**config.mk**
```make
export PLATFORM = sky130hd
export DESIGN_NAME = program_memory_code_protect
export DESIGN_NICKNAME = d
export VERILOG_FILES = /design/src/verilog/code_protect_pkg.sv /design/src/verilog/program_memory_code_protect.sv /design/src/verilog/protect_block_decode.sv
export VERILOG_INCLUDE_DIRS = /design/src /design/src/verilog
export SDC_FILE = /design/constraint.sdc
export NUM_CORES = 1
export LEC_CHECK = 0
export BUFFER_PORTS_ARGS = -buffer_cell sky130_fd_sc_hd__buf_2
export CAP_MARGIN = 20
export CORE_UTILIZATION = 30
export DETAILED_ROUTE_END_ITERATION = 10
export GPL_TIMING_DRIVEN = 0
export SKIP_CTS_REPAIR_TIMING = 1
export SYNTH_ARGS = -nofsm -noshare
export SYNTH_HDL_FRONTEND = slang
export SYNTH_SLANG_ARGS = --single-unit
```
**constraint.sdc**
```tcl
create_clock -name clk -period 7.13 [get_ports clk]
set_clock_uncertainty 0.15 [all_clocks]
set_input_delay 0.713 -clock clk [delete_from_list [all_inputs] [get_ports clk]]
set_output_delay 0.713 -clock clk [all_outputs]
set_load 0.02 [all_outputs]
```
**src/verilog/code_protect_consts.svh**
```systemverilog
`ifndef CODE_PROTECT_CONSTS_SVH
`define CODE_PROTECT_CONSTS_SVH
// ==========================================================
// Address map
`define BOOT_END        22'h0001FF
`define BLK0_BASE       22'h000200
`define BLK1_BASE       22'h002000
`define BLK2_BASE       22'h004000
`define BLK3_BASE       22'h006000
`define USER_TOP        22'h008000
`define ID_BASE         22'h200000
`define ID_LAST         22'h200007
`define CFG_CODE_LO     22'h300008
`define CFG_CODE_HI     22'h300009
`define CFG_WRITE_LO    22'h30000A
`define CFG_WRITE_HI    22'h30000B
`define CFG_XREAD_LO    22'h30000C
`define CFG_XREAD_HI    22'h30000D
`define CFG_DEBUG_PROG  22'h300006
`define CFG_BASE        22'h300000
`define CFG_LAST        22'h30000F
`define DEVID_BASE      22'h3FFFFE
`define DEVID_LAST      22'h3FFFFF
// ==========================================================
// Field positions
`define F_EEPROM_CODE   7
`define F_BOOT_CODE     6
`define F_EEPROM_WRITE  7
`define F_BOOT_WRITE    6
`define F_CONFIG_WRITE  5
`define F_BOOT_XREAD    6
`define F_DEBUG         7
`define F_LVP           2
// Erased value and the low-voltage enable leaves the factory set
`define CFG_ERASED      8'hFF
`define DEBUG_PROG_INIT 8'h85
`endif

```
**src/verilog/code_protect_pkg.sv**
```systemverilog
package code_protect_pkg;
  // Memory region a table address falls into
  typedef enum logic [6:0] {
    REG_BLK    = 7'h01,
    REG_EMPTY  = 7'h02,
    REG_ID     = 7'h04,
    REG_CFG    = 7'h08,
    REG_DEVID  = 7'h10,
    REG_EEPROM = 7'h20,
    REG_NONE   = 7'h40
  } region_t;

  // One table access request
  typedef struct packed {
    logic        read;
    logic        write;
    logic        eeprom;
    logic [21:0] addr;
    logic [7:0]  wdata;
  } table_req_t;

  // Answer to an access
  typedef struct packed {
    logic       ack;
    logic       allowed;
    logic [7:0] rdata;
  } table_rsp_t;
endpackage

```
**src/verilog/program_memory_code_protect.sv**
```systemverilog
`timescale 1ns/1ps
`include "code_protect_consts.svh"
module program_memory_code_protect #(
  parameter int BLOCKS = 4             // Numbered program blocks
) (
  input  wire logic                           clk,          // 40 MHz core clock
  input  wire logic                           rst_b,        // Async reset, low
  input  wire code_protect_pkg::table_req_t   cpuReq,       // Core table access
  input  wire logic [21:0]                    cpuPc,        // Executing instruction address
  input  wire code_protect_pkg::table_req_t   progReq,      // External programmer access
  input  wire logic                           progBlockErase, // Erase pulse for block
  input  wire logic [2:0]                     progEraseIdx, // Block to erase, 4 = boot
  input  wire logic                           progChipErase, // Full chip erase pulse
  input  wire logic                           hvEntryPin,   // High-voltage entry level
  input  wire logic                           progSelectPin, // Programming-select pin in
  input  wire logic [7:0]                     memRdata,     // Array read data, same clock
  output code_protect_pkg::table_rsp_t        cpuRsp,       // Answer to core
  output code_protect_pkg::table_rsp_t        progRsp,      // Answer to programmer
  output logic [7:0]                          tableLatch,   // Core table latch
  output logic                                memWriteEn,   // Commit write to array
  output logic [21:0]                         memAddr,      // Array address
  output logic [7:0]                          memWdata,     // Array write data
  output logic                                progMode,     // Programming mode active
  output logic                                progSelectDedicated, // Pin owned by programming
  output logic                                progSelectPullupEn,  // Pin pull-up enable
  output logic                                debugEnable   // Debugger resources reserved
);
  // ==========================================================
  // Protection configuration bytes
  logic [BLOCKS-1:0] blockCodeLock;
  logic [BLOCKS-1:0] blockWriteLock;
  logic [BLOCKS-1:0] blockCrossReadEnable;
  logic              bootCodeLock;
  logic              bootWriteLock;
  logic              bootCrossReadEnable;
  logic              eepromCodeLock;
  logic              eepromWriteLock;
  logic              configWriteLock;
  logic [7:0]        debugProgOptions;
  logic [7:0]        idBytes [8];
  logic              pinMeta;
  logic              pinSync;
  logic              hvMeta;
  logic              hvSync;
  logic              hvEntered;

  // ==========================================================
  // Address decode for core and programmer
  logic [2:0] cpuBlk, pcBlk, progBlk;
  logic       cpuInUser, pcInUser, progInUser;

  protect_block_decode uCpuDec (
    .addr     (cpuReq.addr),
    .blockIdx (cpuBlk),
    .inUser   (cpuInUser)
  );
  protect_block_decode uPcDec (
    .addr     (cpuPc),
    .blockIdx (pcBlk),
    .inUser   (pcInUser)
  );
  protect_block_decode uProgDec (
    .addr     (progReq.addr),
    .blockIdx (progBlk),
    .inUser   (progInUser)
  );

  // Region classification, used by both requesters
  function automatic code_protect_pkg::region_t region_of(input logic [21:0] a,
                                                          input logic eep);
    if (eep)
      return code_protect_pkg::REG_EEPROM;
    else if (a < `USER_TOP)
      return code_protect_pkg::REG_BLK;
    else if (a >= `ID_BASE && a <= `ID_LAST)
      return code_protect_pkg::REG_ID;
    else if (a >= `CFG_BASE && a <= `CFG_LAST)
      return code_protect_pkg::REG_CFG;
    else if (a >= `DEVID_BASE && a <= `DEVID_LAST)
      return code_protect_pkg::REG_DEVID;
    else
      return code_protect_pkg::REG_EMPTY;
  endfunction

  // Per-block bit select, index 4 is the boot block
  function automatic logic pick(input logic [2:0] idx, input logic [BLOCKS-1:0] v,
                                input logic boot);
    if (idx == 3'h4)
      return boot;
    else
      return v[idx[1:0]];
  endfunction

  // Readback of the protection byte at an address
  function automatic logic [7:0] cfg_byte(input logic [21:0] a);
    logic [7:0] b;
    b = 8'h00;
    if (a == `CFG_CODE_LO)
      b[3:0] = blockCodeLock;
    else if (a == `CFG_CODE_HI)
      b = {eepromCodeLock, bootCodeLock, 6'h00};
    else if (a == `CFG_WRITE_LO)
      b[3:0] = blockWriteLock;
    else if (a == `CFG_WRITE_HI)
      b = {eepromWriteLock, bootWriteLock, configWriteLock, 5'h00};
    else if (a == `CFG_XREAD_LO)
      b[3:0] = blockCrossReadEnable;
    else if (a == `CFG_XREAD_HI)
      b = {1'b0, bootCrossReadEnable, 6'h00};
    else if (a == `CFG_DEBUG_PROG)
      b = debugProgOptions;
    return b;
  endfunction

  code_protect_pkg::region_t cpuRegion, progRegion;
  assign cpuRegion  = region_of(cpuReq.addr, cpuReq.eeprom);
  assign progRegion = region_of(progReq.addr, progReq.eeprom);

  // Core checks: code locks ignored here, so no lock of that kind is read
  logic cpuSameBlk, cpuReadOk, cpuWriteOk;
  assign cpuSameBlk = pcInUser && (pcBlk == cpuBlk);
  always_comb
  begin
    cpuReadOk  = 1'b1;
    cpuWriteOk = 1'b1;
    case (cpuRegion)
      code_protect_pkg::REG_BLK:
      begin
        cpuReadOk  = pick(cpuBlk, blockCrossReadEnable, bootCrossReadEnable)
                     || cpuSameBlk;
        cpuWriteOk = pick(cpuBlk, blockWriteLock, bootWriteLock);
      end
      code_protect_pkg::REG_EMPTY:
      begin
        cpuReadOk  = 1'b0;
        cpuWriteOk = 1'b0;
      end
      code_protect_pkg::REG_CFG:
        cpuWriteOk = configWriteLock
                     && cpuReq.addr != `CFG_WRITE_HI;
      code_protect_pkg::REG_DEVID:
        cpuWriteOk = 1'b0;
      default:
      begin
        cpuReadOk  = 1'b1;
        cpuWriteOk = 1'b1;
      end
    endcase
  end

  // Programmer checks: code locks and EEPROM locks apply here only
  logic progReadOk, progWriteOk;
  always_comb
  begin
    progReadOk  = 1'b1;
    progWriteOk = 1'b1;
    case (progRegion)
      code_protect_pkg::REG_BLK:
      begin
        progReadOk  = pick(progBlk, blockCodeLock, bootCodeLock);
        progWriteOk = progReadOk && pick(progBlk, blockWriteLock, bootWriteLock);
      end
      code_protect_pkg::REG_EEPROM:
      begin
        progReadOk  = eepromCodeLock;
        progWriteOk = eepromCodeLock && eepromWriteLock;
      end
      code_protect_pkg::REG_EMPTY:
      begin
        progReadOk  = 1'b0;
        progWriteOk = 1'b0;
      end
      code_protect_pkg::REG_CFG:
        progWriteOk = configWriteLock || progReq.addr == `CFG_WRITE_HI;
      code_protect_pkg::REG_DEVID:
        progWriteOk = 1'b0;
      default:
      begin
        progReadOk  = 1'b1;
        progWriteOk = 1'b1;
      end
    endcase
  end

  // ==========================================================
  // Pin synchronisers
  always_ff @(posedge clk or negedge rst_b)
  begin
    if (!rst_b)
    begin
      pinMeta <= 1'b0;
      pinSync <= 1'b0;
      hvMeta  <= 1'b0;
      hvSync  <= 1'b0;
    end
    else
    begin
      pinMeta <= progSelectPin;
      pinSync <= pinMeta;
      hvMeta  <= hvEntryPin;
      hvSync  <= hvMeta;
    end
  end

  // Programming entry; high voltage always wins
  always_ff @(posedge clk or negedge rst_b)
  begin
    if (!rst_b)
    begin
      hvEntered <= 1'b0;
      progMode  <= 1'b0;
    end
    else
    begin
      hvEntered <= hvSync;
      progMode  <= hvSync || (debugProgOptions[`F_LVP] && pinSync);
    end
  end

  // Pin ownership and debugger enable follow the option byte
  always_ff @(posedge clk or negedge rst_b)
  begin
    if (!rst_b)
    begin
      progSelectDedicated <= 1'b1;
      progSelectPullupEn  <= 1'b0;
      debugEnable         <= 1'b0;
    end
    else
    begin
      progSelectDedicated <= debugProgOptions[`F_LVP];
      progSelectPullupEn  <= !debugProgOptions[`F_LVP];
      debugEnable         <= !debugProgOptions[`F_DEBUG];
    end
  end

  // ==========================================================
  // Protection bit storage: lock writes clear only, erase sets; option byte writes set or clear
  logic progWr, cpuWr;
  assign progWr = progMode && progReq.write && progWriteOk;
  assign cpuWr  = !progMode && cpuReq.write && cpuWriteOk;
  logic [21:0] cfgA;
  logic [7:0]  cfgD;
  assign cfgA = progWr ? progReq.addr : cpuReq.addr;
  assign cfgD = progWr ? progReq.wdata : cpuReq.wdata;
  // Region keeps the data memory flag, so such writes never hit config bytes
  code_protect_pkg::region_t wrRegion;
  assign wrRegion = progWr ? progRegion : cpuRegion;

  always_ff @(posedge clk or negedge rst_b)
  begin
    if (!rst_b)
    begin
      blockCodeLock        <= '1;
      blockWriteLock       <= '1;
      blockCrossReadEnable <= '1;
      bootCodeLock         <= 1'b1;
      bootWriteLock        <= 1'b1;
      bootCrossReadEnable  <= 1'b1;
      eepromCodeLock       <= 1'b1;
      eepromWriteLock      <= 1'b1;
      configWriteLock      <= 1'b1;
      debugProgOptions     <= `DEBUG_PROG_INIT;
    end
    else if (progMode && progChipErase)
    begin
      blockCodeLock        <= '1;
      blockWriteLock       <= '1;
      blockCrossReadEnable <= '1;
      bootCodeLock         <= 1'b1;
      bootWriteLock        <= 1'b1;
      bootCrossReadEnable  <= 1'b1;
      eepromCodeLock       <= 1'b1;
      eepromWriteLock      <= 1'b1;
      configWriteLock      <= 1'b1;
    end
    else if (progMode && progBlockErase)
    begin
      if (progEraseIdx == 3'h4)
      begin
        bootCodeLock        <= 1'b1;
        bootWriteLock       <= 1'b1;
        bootCrossReadEnable <= 1'b1;
      end
      else
      begin
        blockCodeLock[progEraseIdx[1:0]]        <= 1'b1;
        blockWriteLock[progEraseIdx[1:0]]       <= 1'b1;
        blockCrossReadEnable[progEraseIdx[1:0]] <= 1'b1;
      end
    end
    else if ((progWr || cpuWr) && wrRegion == code_protect_pkg::REG_CFG)
    begin
      // And-ing keeps a zero bit at zero
      if (cfgA == `CFG_CODE_LO)
        blockCodeLock <= blockCodeLock & cfgD[3:0];
      else if (cfgA == `CFG_CODE_HI)
      begin
        eepromCodeLock <= eepromCodeLock & cfgD[`F_EEPROM_CODE];
        bootCodeLock   <= bootCodeLock & cfgD[`F_BOOT_CODE];
      end
      else if (cfgA == `CFG_WRITE_LO)
        blockWriteLock <= blockWriteLock & cfgD[3:0];
      else if (cfgA == `CFG_WRITE_HI && progWr)
      begin
        eepromWriteLock <= eepromWriteLock & cfgD[`F_EEPROM_WRITE];
        bootWriteLock   <= bootWriteLock & cfgD[`F_BOOT_WRITE];
        configWriteLock <= configWriteLock & cfgD[`F_CONFIG_WRITE];
      end
      else if (cfgA == `CFG_XREAD_LO)
        blockCrossReadEnable <= blockCrossReadEnable & cfgD[3:0];
      else if (cfgA == `CFG_XREAD_HI)
        bootCrossReadEnable <= bootCrossReadEnable & cfgD[`F_BOOT_XREAD];
      else if (cfgA == `CFG_DEBUG_PROG)
      begin
        debugProgOptions[7:3] <= cfgD[7:3];
        debugProgOptions[1:0] <= cfgD[1:0];
        if (progWr && hvEntered)
          debugProgOptions[`F_LVP] <= cfgD[`F_LVP];
      end
    end
  end

  // ID bytes: open to both sides, never locked
  always_ff @(posedge clk)
  begin
    if ((progWr || cpuWr) && wrRegion == code_protect_pkg::REG_ID)
      idBytes[cfgA[2:0]] <= cfgD;
  end

  // ==========================================================
  // Answers and array commit; refused writes only ack
  logic [7:0] cpuData, progData;
  assign cpuData  = (cpuRegion == code_protect_pkg::REG_CFG) ? cfg_byte(cpuReq.addr) :
                    (cpuRegion == code_protect_pkg::REG_ID) ? idBytes[cpuReq.addr[2:0]] :
                    memRdata;
  assign progData = (progRegion == code_protect_pkg::REG_CFG) ? cfg_byte(progReq.addr) :
                    (progRegion == code_protect_pkg::REG_ID) ? idBytes[progReq.addr[2:0]] :
                    memRdata;

  always_ff @(posedge clk or negedge rst_b)
  begin
    if (!rst_b)
    begin
      cpuRsp     <= '0;
      progRsp    <= '0;
      tableLatch <= 8'h00;
      memWriteEn <= 1'b0;
      memAddr    <= 22'h000000;
      memWdata   <= 8'h00;
    end
    else
    begin
      cpuRsp.ack      <= !progMode && (cpuReq.read || cpuReq.write);
      cpuRsp.allowed  <= cpuReq.write ? cpuWriteOk : cpuReadOk;
      cpuRsp.rdata    <= (cpuReq.read && cpuReadOk) ? cpuData : 8'h00;
      progRsp.ack     <= progMode && (progReq.read || progReq.write);
      progRsp.allowed <= progReq.write ? progWriteOk : progReadOk;
      progRsp.rdata   <= (progReq.read && progReadOk) ? progData : 8'h00;
      if (!progMode && cpuReq.read && !cpuReq.eeprom)
        tableLatch <= cpuReadOk ? cpuData : 8'h00;
      memWriteEn <= (progWr || cpuWr) && (wrRegion == code_protect_pkg::REG_BLK ||
                                          wrRegion == code_protect_pkg::REG_EEPROM);
      memAddr    <= progMode ? progReq.addr : cpuReq.addr;
      memWdata   <= cfgD;
    end
  end
endmodule

```
**src/verilog/protect_block_decode.sv**
```systemverilog
`timescale 1ns/1ps
`include "code_protect_consts.svh"
// Maps a program address to its protection block, 0..3 = numbered, 4 = boot
module protect_block_decode (
  input  wire logic [21:0] addr,    // Program memory address
  output logic      [2:0]  blockIdx, // Block index, 4 = boot
  output logic             inUser    // Address is implemented user memory
);
  // ==========================================================
  // Block boundaries
  always_comb
  begin
    inUser   = (addr < `USER_TOP);
    if (addr <= `BOOT_END)
      blockIdx = 3'h4;
    else if (addr < `BLK1_BASE)
      blockIdx = 3'h0;
    else if (addr < `BLK2_BASE)
      blockIdx = 3'h1;
    else if (addr < `BLK3_BASE)
      blockIdx = 3'h2;
    else
      blockIdx = 3'h3;
  end
endmodule

```
[Yosys cells after proc, flatten, opt, wreduce, memory -nomap -nowiden]
Memory sizes are Yosys's and may differ from the RTL's.
Cells that the tools add are included.
Operators by class
  order comparisons: 31
  equality and inequality tests: 52
  muxes and demuxes: 145
  bitwise gates (word level): 20
  reductions and logical operators: 62
Operators by type and width (number)
  22-bit equality test, second input constant: 21
  8-bit 2-to-1 mux: 21
  22-bit greater-or-equal comparator, second input constant: 6
  22-bit <= comparator, second input constant: 6
  22-bit by 15-bit < comparator with 1-bit output, second input constant: 6
  4-bit 2-to-1 mux: 33
  22-bit by 9-bit <= comparator with 1-bit output, second input constant: 3
  22-bit by 14-bit < comparator with 1-bit output, second input constant: 3
  22-bit by 16-bit < comparator with 1-bit output, second input constant: 3
  1-bit 2-to-1 mux: 60
  22-bit 2-to-1 mux: 2
  5-bit 2-to-1 mux: 7
  1-bit logical AND: 29
  3-bit 2-to-1 mux: 9
  22-bit inequality test, second input constant: 1
  7-bit by 1-bit equality test with 1-bit output, second input constant: 3
  7-bit by 3-bit equality test with 1-bit output, second input constant: 3
  7-bit by 4-bit equality test with 1-bit output, second input constant: 3
  7-bit 2-to-1 mux: 3
  3-bit nonzero test: 7
  3-bit inequality test, second input constant: 6
  7-bit by 2-bit equality test with 1-bit output, second input constant: 2
  7-bit by 5-bit equality test with 1-bit output, second input constant: 2
  7-bit by 6-bit equality test with 1-bit output, second input constant: 2
  other kinds (28): 69
Word-level totals
  register bits after elaboration: 94
  memory bits (writable): 64
  output and inout bits: 63
  word-level logic and storage cells: 341
  memories: 1
Memory list
  idBytes: depth 8, width 8, read ports 2, clocked after memory_dff 0, wr ports 1, line program_memory_code_protect.sv:40  | logic [7:0] idBytes [8];

[Depth between registers and ports, before layout]
Gate-level depths: netlist (run 1).
  word-level depth: 23
  depth in mapped cells: 12
  mapped depth without buffers: 9

[Cells and area by module]
A second synthesis (run 1) with hierarchy kept.
Second synthesis, totals
  cell total of the unflattened synthesis: 667
  area total of the unflattened synthesis: 8182.8 µm²
Modules (own cells, without submodules)
  program_memory_code_protect: instances 1, cells an instance 646, area an instance 7998.9 µm², sequential area each 4301.6 µm²
  protect_block_decode: instances 3, cells an instance 7, area an instance 61.3 µm², sequential area each 0.0 µm²

[Worst setup path after synthesis (run 1)]
Ideal clock, no wire load.
  kind: input to register
  from: in progReq[25] (netlist name)
  to: mem idBytes[6][0], enable pin
  library setup time: 0.370 ns
  arrival time: 3.060 ns
  required time: 6.610 ns
  slack: 3.550 ns
  stages: 11
  path buffers: 3
  cells stage by stage: or4_1 nor2_1 o2111ai_2 o31ai_4 o211ai_4 buf_6 buf_8 buf_2 nor2_1 a31oi_1 nor2_1
Between the ends
  cells in the longest elaborated chain, start to end: 17
  elaborated cells on any way between the ends: 50
  those cells by class: order compare (11); eq/ne (8); mux (22); reduce/logical (9)
RTL lines
  from (decl): line program_memory_code_protect.sv:10  | input wire code_protect_pkg::table_req_t progReq,
  22-bit by 15-bit < comparator with 1-bit output (no source line)
  1-bit 2-to-1 mux: line protect_block_decode.sv:20  | else if (addr < `BLK3_BASE)
  3-bit 2-to-1 mux: line protect_block_decode.sv:18  | else if (addr < `BLK2_BASE)
  3-bit 2-to-1 mux: line protect_block_decode.sv:16  | else if (addr < `BLK1_BASE)
  3-bit 2-to-1 mux: line protect_block_decode.sv:14  | if (addr <= `BOOT_END)
  1-bit binary-select mux with 2-bit select: line program_memory_code_protect.sv:91  | return v[idx[1:0]];
  1-bit 2-to-1 mux (implied by the code): line program_memory_code_protect.sv:91
  1-bit 2-to-1 mux: line program_memory_code_protect.sv:88  | if (idx == 3'h4)
  1-bit 2-to-1 mux: line program_memory_code_protect.sv:157  | case (progRegion)
  1-bit logical AND: line program_memory_code_protect.sv:161  | progWriteOk = progReadOk && pick(progBlk, blockWriteLock, bootWriteLock);
  1-bit case mux with 4 select lines: line program_memory_code_protect.sv:157
  1-bit logical AND: line program_memory_code_protect.sv:240  | assign progWr = progMode && progReq.write && progWriteOk;
  7-bit 2-to-1 mux: line program_memory_code_protect.sv:248  | assign wrRegion = progWr ? progRegion : cpuRegion;
  7-bit by 3-bit equality test with 1-bit output: line program_memory_code_protect.sv:327  | if ((progWr || cpuWr) && wrRegion == code_protect_pkg::REG_ID)
  1-bit logical AND: line program_memory_code_protect.sv:327
  1-bit 2-to-1 mux: line program_memory_code_protect.sv:327
  1-bit 2-to-1 mux (implied by the code): line program_memory_code_protect.sv:328  | idBytes[cfgA[2:0]] <= cfgD;
  to (decl): line program_memory_code_protect.sv:40
Several ways; a longest one is shown, not always the timed one. The select of a mux whose other input is x is not followed.

[Final worst setup path (run 1)]
  from: in cpuReq[26] (netlist name)
  to: mem idBytes[3][7], enable pin
Between the ends
  cells in the longest elaborated chain, start to end: 15
  elaborated cells on any way between the ends: 42
  those cells by class: order compare (11); eq/ne (7); mux (16); reduce/logical (8)
RTL lines
  from (decl): line program_memory_code_protect.sv:8  | input wire code_protect_pkg::table_req_t cpuReq,
  22-bit greater-or-equal comparator (no source line) or 22-bit <= comparator (tied branches)
  1-bit logical AND (no source line)
  5-bit 2-to-1 mux: line program_memory_code_protect.sv:79  | else if (a >= `DEVID_BASE && a <= `DEVID_LAST)
  5-bit 2-to-1 mux: line program_memory_code_protect.sv:77  | else if (a >= `CFG_BASE && a <= `CFG_LAST)
  5-bit 2-to-1 mux: line program_memory_code_protect.sv:75  | else if (a >= `ID_BASE && a <= `ID_LAST)
  7-bit 2-to-1 mux: line program_memory_code_protect.sv:73  | else if (a < `USER_TOP)
  7-bit 2-to-1 mux: line program_memory_code_protect.sv:71  | if (eep)
  7-bit by 5-bit equality test with 1-bit output or 7-bit by 2-bit equality test with 1-bit output (tied branches): line program_memory_code_protect.sv:126  | case (cpuRegion)
  2-bit OR reduction (no source line)
  1-bit case mux with 3 select lines: line program_memory_code_protect.sv:126
  1-bit logical AND: line program_memory_code_protect.sv:241  | assign cpuWr = !progMode && cpuReq.write && cpuWriteOk;
  1-bit logical OR: line program_memory_code_protect.sv:327
  1-bit logical AND (*): line program_memory_code_protect.sv:327
  1-bit 2-to-1 mux (*): line program_memory_code_protect.sv:327
  1-bit 2-to-1 mux (implied by the code) (*): line program_memory_code_protect.sv:328
Every way passes the cells marked *; elsewhere a longest branch is shown, timed or not. The select of a mux whose other input is x is not followed.

==> results of run 1 <==
[layer usage]
layer | GRT usage, % | part of all wire, % | wire (µm) | vias to the layer above
li1 | - | - | - | 2868
met4 | 7.05 | 2.9 | 775 | 4
met3 | 4.49 | 6.4 | 1690 | 46
met1 | 25.9 | 44 | 11500 | 3204
met5 | 0 | 0.13 | 34 | -
met2 | 30.4 | 47 | 12400 | 280
[cells by family (layout without fill, tap and decap cells)]
kind of cell,after synthesis,count (layout),share of synthesized area [%]
DFF,158,158,52.8
AOI/OAI and AO/OA,119,119,10.2
and+or+nand+nor,214,214,13.6
muxes,118,118,20.5
buffers and inverters,52,235,2.76
xor gates and xnor gates,1,1,0.108
[per-stage QoR]
step           instances  area (µm²)  worst slack [ns]
2_1_floorplan        662        8150              3.55
3_3_place_gp        1146        9310              2.46
3_5_place_dp        1147        9350              2.40
4_1_cts             1179        9900              2.83
5_1_grt             1180        9910              2.56
6_report            1180        9910              2.80
[registers in the layout (all words and copies together), names as in the netlist, 4 cells and up]
name                  flops
debugProgOptions          8
cpuRsp                   10
blockCodeLock             4
memWdata                  8
tableLatch                8
blockCrossReadEnable      4
memAddr                  22
idBytes                  64
blockWriteLock            4
progRsp                  10
[layout by cell type (no fill, tap or decap), types with 3 or more instances in the layout]
master	count
o21ai_0	26
a221oi_1	5
nor4b_1	3
a31oi_1	8
inv_1	13
clkinvlp_4	3
nand4_1	10
mux2i_1	40
mux4_2	33
nor2b_1	14
buf_6	3
a21oi_1	25
clkinv_2	3
a21o_1	3
nor3_1	10
mux2_1	3
nand2b_1	4
edfxtp_1	64
clkbuf_16	17
buf_1	9
a211oi_1	16
o31ai_1	5
or4_1	4
and2_1	3
nand3_1	8
mux2_2	39
nor3b_1	3
nand2_1	48
clkbuf_1	27
and3_1	10
nor4_1	11
nor2_1	71
buf_2	151
dfstp_2	22
dfrtp_1	72
a22oi_1	6
o21a_1	5
[cell usage after synthesis (all sizes together) (8+ instances only)]
cell,instances,area share [%]
nand3,9,0.71
clkbuf,24,1.1
buf,15,1.1
dfrtp,72,22
and3,10,0.77
nand4,11,0.92
nor2,71,3.3
o21ai,27,1.7
nor2b,14,1.1
nor4,13,1.1
inv,13,0.60
a211oi,16,1.5
mux2i,42,5.4
mux2,43,6.0
a21oi,26,1.6
nand2,48,2.2
dfstp,22,7.1
mux4,33,9.1
edfxtp,64,24
nor3,10,0.61
a31oi,8,0.61
[worst min path at each step]
| stage | to | slack (ns) | cells past startpoint | startpoint |
|---|---|---|---|---|
| 2_1_floorplan | hvSync | 0.18 | 0 | hvMeta |
| 3_3_place_gp | pinSync | 0.19 | 0 | pinMeta |
| 3_5_place_dp | pinSync | 0.19 | 0 | pinMeta |
| 4_1_cts | progRsp[1] | 0.18 | 1 | rst_b |
| 5_1_grt | memAddr[2] | 0.21 | 1 | rst_b |
| 6_report | debugProgOptions[4] | 0.16 | 1 | rst_b |
[layout make-up]
cell class                      count  share of cell area (%)
Inverter                           13                   0.492
Buffer                             39                    1.78
Clock inverter                     10                   0.896
Multi-Input combinational cell    452                    36.6
Timing Repair Buffer              151                    7.94
Tap cell                          335                    4.23
Sequential cell                   158                    43.4
Clock buffer                       22                    4.68
[power by group through the flow]
stage / clock network, mW / logic (mW) / registers, mW
final: 0.882 / 0.264 / 0.985
after global routing: 0.932 / 0.286 / 0.987
after CTS: 0.893 / 0.267 / 0.985
after detailed placement: 0 / 0.265 / 1.00
after global placement: 0 / 0.262 / 1.00
after floorplan: 0 / 0.112 / 1.03
==> summary.md, run 1 <==
| Metric | Value |
|---|---|
| RSZ-0062 raised after global routing | no |
| Worst skew pair latency | 0.43 ns |
| CP top delay family | simple AND/OR/NAND/NOR gates |
| Status | completed |
| Syn. warnings | 0 |
| Final max-slew violation count | 0 |
| Int Pwr | 1.57 mW |
| Routed len/inst | roughly 22 µm |
| # rows | 59 |
| Clock share of power | about 41% |
| TritonCTS clock tree | yes |
| Final ANT Viol Nets | 0 |
| Worst EP arrival | around 4.2 ns |
| Leak pwr | 3.91 nW |
| Die width | between 150 and 200 µm |
| Seq pwr share | between 40% and 50% |
| Hold Path Class | primary input to async pin |
| Vias/cell | ~5.4 |
| Levels on crit path | 9 |
| Remaining Overflow, GRT | 0 |
| Io pins | approximately 170 |
| Top FF cell, synth | dfrtp_1 |
| Crit-path max FO | 8 |
| Slew @ Worst Pin | approximately 1.0 ns |
| Final wirelength | around 26 mm |
| Core area | around 26000 µm² |
| DIE AREA | roughly 28000 µm² |
| Number of port buffers | 149 |
| Hold Slack | 0.155 ns |
| Sequential fraction of the synthesis area | between 50% and 60% |
| Synth Instances | about 660 |
| Initial antenna violation count | 3 |
| Final worst path period share | around three fifths |
| Syn-to-layout area delta | 21.7% |
| Worst path bufs/invs | 1 |
| Layout cells sized above 1 | 35.1% |
| Part of the power in combinational logic | between 10% and 20% |
| CP dominant cell by count | o21ai_0 |
| Via count | between 6000 and 7000 |
| ANT cells | 0 |
| Synthesized flop and latch total | about 160 |
| Switching Share | 26.4% |
| Routability congestion estimate from global placement | 0.902 |
| Final setup violation count | 0 |
| PD cells | around 220 nW/µm² |
| Final nets | roughly 940 |
| Total chip power | 2.13 mW |
| Post-DP HPWL | ~20 mm |
| Setup TNS | 0 ns |
| Largest net degree at the start of global routing | 52 |
| Reg area | about 4300 µm² |
| Clk buf depth | 2 |
| TritonCTS buffer count | 17 |
| Final critical-path required period | around 4.3 ns |
| Multi-input gate area | 3630 µm² |
| R2R setup slack | ~3.4 ns |
| EDFF count, synth | 64 |
| Clock-pin slew on the worst setup and hold paths | ~0.07 ns |
| Root Buffer | clkbuf_16 |
| Crit Reg-Reg Startpoint | blockCodeLock[1] |
| CP max stage cell | nor2_1 |
| Iter 0 DRT Violations | 572 |
| Number of fill cells | 2595 |
| H-tree levels | 4 |
| Max-cap violations | 0 |
| GRT Util Overall | between 10% and 20% |
| Crit-path cells | buf_2 -> nor3_1 -> nand2_1 -> nor4_2 -> and3_1 -> o21ai_0 -> o31ai_1 -> o21ai_0 -> nor2_1 |
| Setup crit end | idBytes[3][7] |
| Async set-or-reset flop fraction in the synthesized netlist | 59.5% |
| Slew headroom | a little under a third |
| First-pass GRT wire length | 39.9 mm |
| Reg2reg path depth | 9 |
| Die Height | about 170 µm |
| Max Fclk | approximately 0.23 GHz |
| Worst Setup Start Kind | primary input |
| Synth cell types | 70 |
| Initial Util | between 30 and 40% |
| CP max stage delay | approximately 0.84 ns |
| Syn Area/Cell | between 10 and 15 µm² |
| Synth Cell Area | slightly above 8000 µm² |
| Worst vdd ir | 0.130 mV |
| Worst Setup End Kind | flop |
| Reg2reg end | idBytes[7][0] |
| Final core utilization | ~38% |
| Mapped Nets | approximately 770 |
| Net Switching | 562 µW |
| Initial DRT Pass Iterations | 5 |
| Final Hold Viols | 0 |
| WS Path Type | primary input to flop |
| # DRC | 0 |
| Critical Path RT | 7.03 ns |
| Setup crit start | cpuReq[26] |
| Vias in the first global route | 6406 |
| Clock sink total | approximately 160 |
(Power assumes the default switching activity.)
==> run 2, diff against run 1 <==
==> constraint.sdc (replaced) <==
create_clock -name clk -period 4.1 [get_ports clk]
set_clock_uncertainty 0.15 [all_clocks]
set_input_delay 0.41 -clock clk [delete_from_list [all_inputs] [get_ports clk]]
set_output_delay 0.41 -clock clk [all_outputs]
set_load 0.02 [all_outputs]
==> run 2 against run 1 <==
Via count shrank 0.14%. Clock power grew 73%. Cell area grew 0.38%. Critical path depth is the same. Routed wire length is essentially flat. Die area is the same. Sequential share of layout area shrank 0.16 points. Worst setup slack lost 2.7 ns. Register-to-register slack lost 3.0 ns. Largest cell class unchanged.
==> summary.md, run 2 (same netlist as run 1, synthesis figures left out) <==
| Metric | Value |
|---|---|
| Worst Hold Path EP | progRsp[9] |
| RSZ-0062 raised after global routing | yes |
| # rows | 59 (unchanged) |
| Number of port buffers | 149 (unchanged) |
| Hold path startpoint | progReq[32] |
| Clock sink total | 158 (unchanged) |
| DIE AREA | 27800 µm² (unchanged) |
| Status | completed |
| Post-DP HPWL | 19.6 mm (unchanged) |
| Vias in the first global route | 6406 (unchanged) |
| Setup crit start | cpuReq[26] |
| Critical Path RT | 4.00 ns (-3.03 ns) |
| Max reg flops | 64 (unchanged) |
| Hold Path Class | primary input to flop |
| # DRC | 0 (unchanged) |
| Reg2reg end | idBytes[7][5] |
| Clock-pin slew on the worst setup and hold paths | 0.06 ns (about the same) |
| Final setup violation count | 0 (unchanged) |
| Commonest cells after routing, fill and taps aside | buf_2, dfrtp_1, nor2_1, edfxtp_1, nand2_1 |
| Worst skew pair latency | 0.43 ns (about the same) |
| Worst vdd ir | 0.225 mV (+73%) |
| Layout cells sized above 1 | 35.4% (+0.23 points) |
| TritonCTS buffer count | 17 (unchanged) |
| Clk buf depth | 2 (unchanged) |
| Worst Setup End Kind | flop |
| Slew @ Worst Pin | 1.02 ns (-0.0102 ns) |
| WS Path Type | primary input to flop |
| Max-cap violations | 0 (unchanged) |
| Routed len/inst | 22.4 µm (-0.22%) |
| Most common cell after layout, fill and taps aside | buf_2 |
| Final ANT Viol Nets | 0 (unchanged) |
| Worst Setup Start Kind | primary input |
| R2R setup slack | 0.35 ns (-3.01 ns) |
| Final nets | 940 (+0.32%) |
| Final max-slew violation count | 0 (unchanged) |
| Core area | 26400 µm² (unchanged) |
| Final Hold Viols | 0 (unchanged) |
| TritonCTS clock tree | yes |
| ANT cells | 0 (unchanged) |
| Number of fill cells | 2593 (-0.077%) |
| Initial Util | 30.9% (unchanged) |
| First-pass GRT wire length | 39.9 mm (unchanged) |
| Leak pwr | 3.93 nW (+0.31%) |
| Final critical-path required period | approximately 4 ns |
| Root Buffer | clkbuf_16 |
| PD cells | 373 nW/µm² (+73%) |
| Final wirelength | 26.5 mm (about the same) |
| Initial DRT Pass Iterations | 7 (+2) |
| Die Height | 167 µm (unchanged) |
| Io pins | 168 (unchanged) |
| Final core utilization | 37.8% (+0.14 points) |
| Crit Reg-Reg Startpoint | blockCodeLock[1] |
| Syn-to-layout area delta | 22.1% |
| Max Fclk | ~0.25 GHz |
| Via count | 6393 (-0.14%) |
| Worst Hold Depth | 2 |
| Remaining Overflow, GRT | 0 (unchanged) |
| Initial antenna violation count | 3 (unchanged) |
| Worst EP arrival | 3.93 ns (-0.29 ns) |
| Iter 0 DRT Violations | 600 (+4.9%) |
| Largest net degree at the start of global routing | 52 (unchanged) |
| Crit-path max FO | 8 (unchanged) |
| GRT Util Overall | 19.3% (unchanged) |
| Vias/cell | 5.40 (-0.39%) |
| Final worst path period share | a little over nine tenths |
| Routability congestion estimate from global placement | 0.902 (unchanged) |
| Hold Slack | 0.0518 ns (-0.103 ns) |
| Reg2reg path depth | 9 (unchanged) |
| H-tree levels | 4 (unchanged) |
| Slew headroom | 31.6% (+0.69 points) |
| Die width | 167 µm (unchanged) |
run 2: through the flow:
| step | area, µm² | setup slack (ns) | total power [mW] | TNS [ns] | std cells |
|---|---|---|---|---|---|
| floorplan | 8150 | 0.823 | 1.99 | 0 | 662 |
| global placement | 9310 | -0.269 | 2.20 | -13.43 | 1146 |
| detailed placement | 9350 | -0.329 | 2.21 | -17.17 | 1147 |
| CTS | 9900 | 0.101 | 3.73 | 0 | 1179 |
| global route | 9950 | -0.197 | 3.84 | -5.08 | 1183 |
| finish | 9950 | 0.0743 | 3.71 | 0 | 1183 |
run 2: report_power, final:
group | total [mW] | switching (mW) | internal, mW
Combinational | 0.462 | 0.293 | 0.169
Sequential | 1.71 | 0.0162 | 1.70
Clock | 1.53 | 0.666 | 0.866
run 2: critical path, cell delays in order:
cell and delay [ns]:
buf_2 0.12, nor3_1 0.32, nand2_1 0.19, nor4_2 0.68
and3_1 0.34, o21ai_0 0.35, o31ai_1 0.40, o21ai_0 0.26
nor2_1 0.84
run 2: layout make-up:
cell class / instances / area [µm²] / share of cell area [%]
Clock inverter: 10 / 88.8 / 0.893
Buffer: 39 / 176 / 1.77
Inverter: 13 / 48.8 / 0.490
Sequential cell: 158 / 4300 / 43.2
Timing Repair Buffer: 154 / 817 / 8.21
Clock buffer: 22 / 464 / 4.67
Tap cell: 335 / 419 / 4.21
Multi-Input combinational cell: 452 / 3630 / 36.5
run 2: worst max path at each step:
stage | depth (start not counted) | endpoint | slack, ns
5_1_grt | 9 | idBytes[3][0] | -0.20
6_report | 9 | idBytes[3][3] | 0.07
3_5_place_dp | 9 | idBytes[4][5] | -0.33
3_3_place_gp | 9 | idBytes[5][5] | -0.27
4_1_cts | 9 | idBytes[4][0] | 0.10
2_1_floorplan | 11 | idBytes[6][0] | 0.82
run 2: per-layer routing:
layer / vias to the layer above / track usage (%) / part of all wire [%]
met4: 4 / 7.05 / 2.7
met2: 285 / 30.4 / 47
met3: 38 / 4.49 / 6.5
met1: 3192 / 25.9 / 44
li1: 2874 / - / -
met5: - / 0 / 0.13
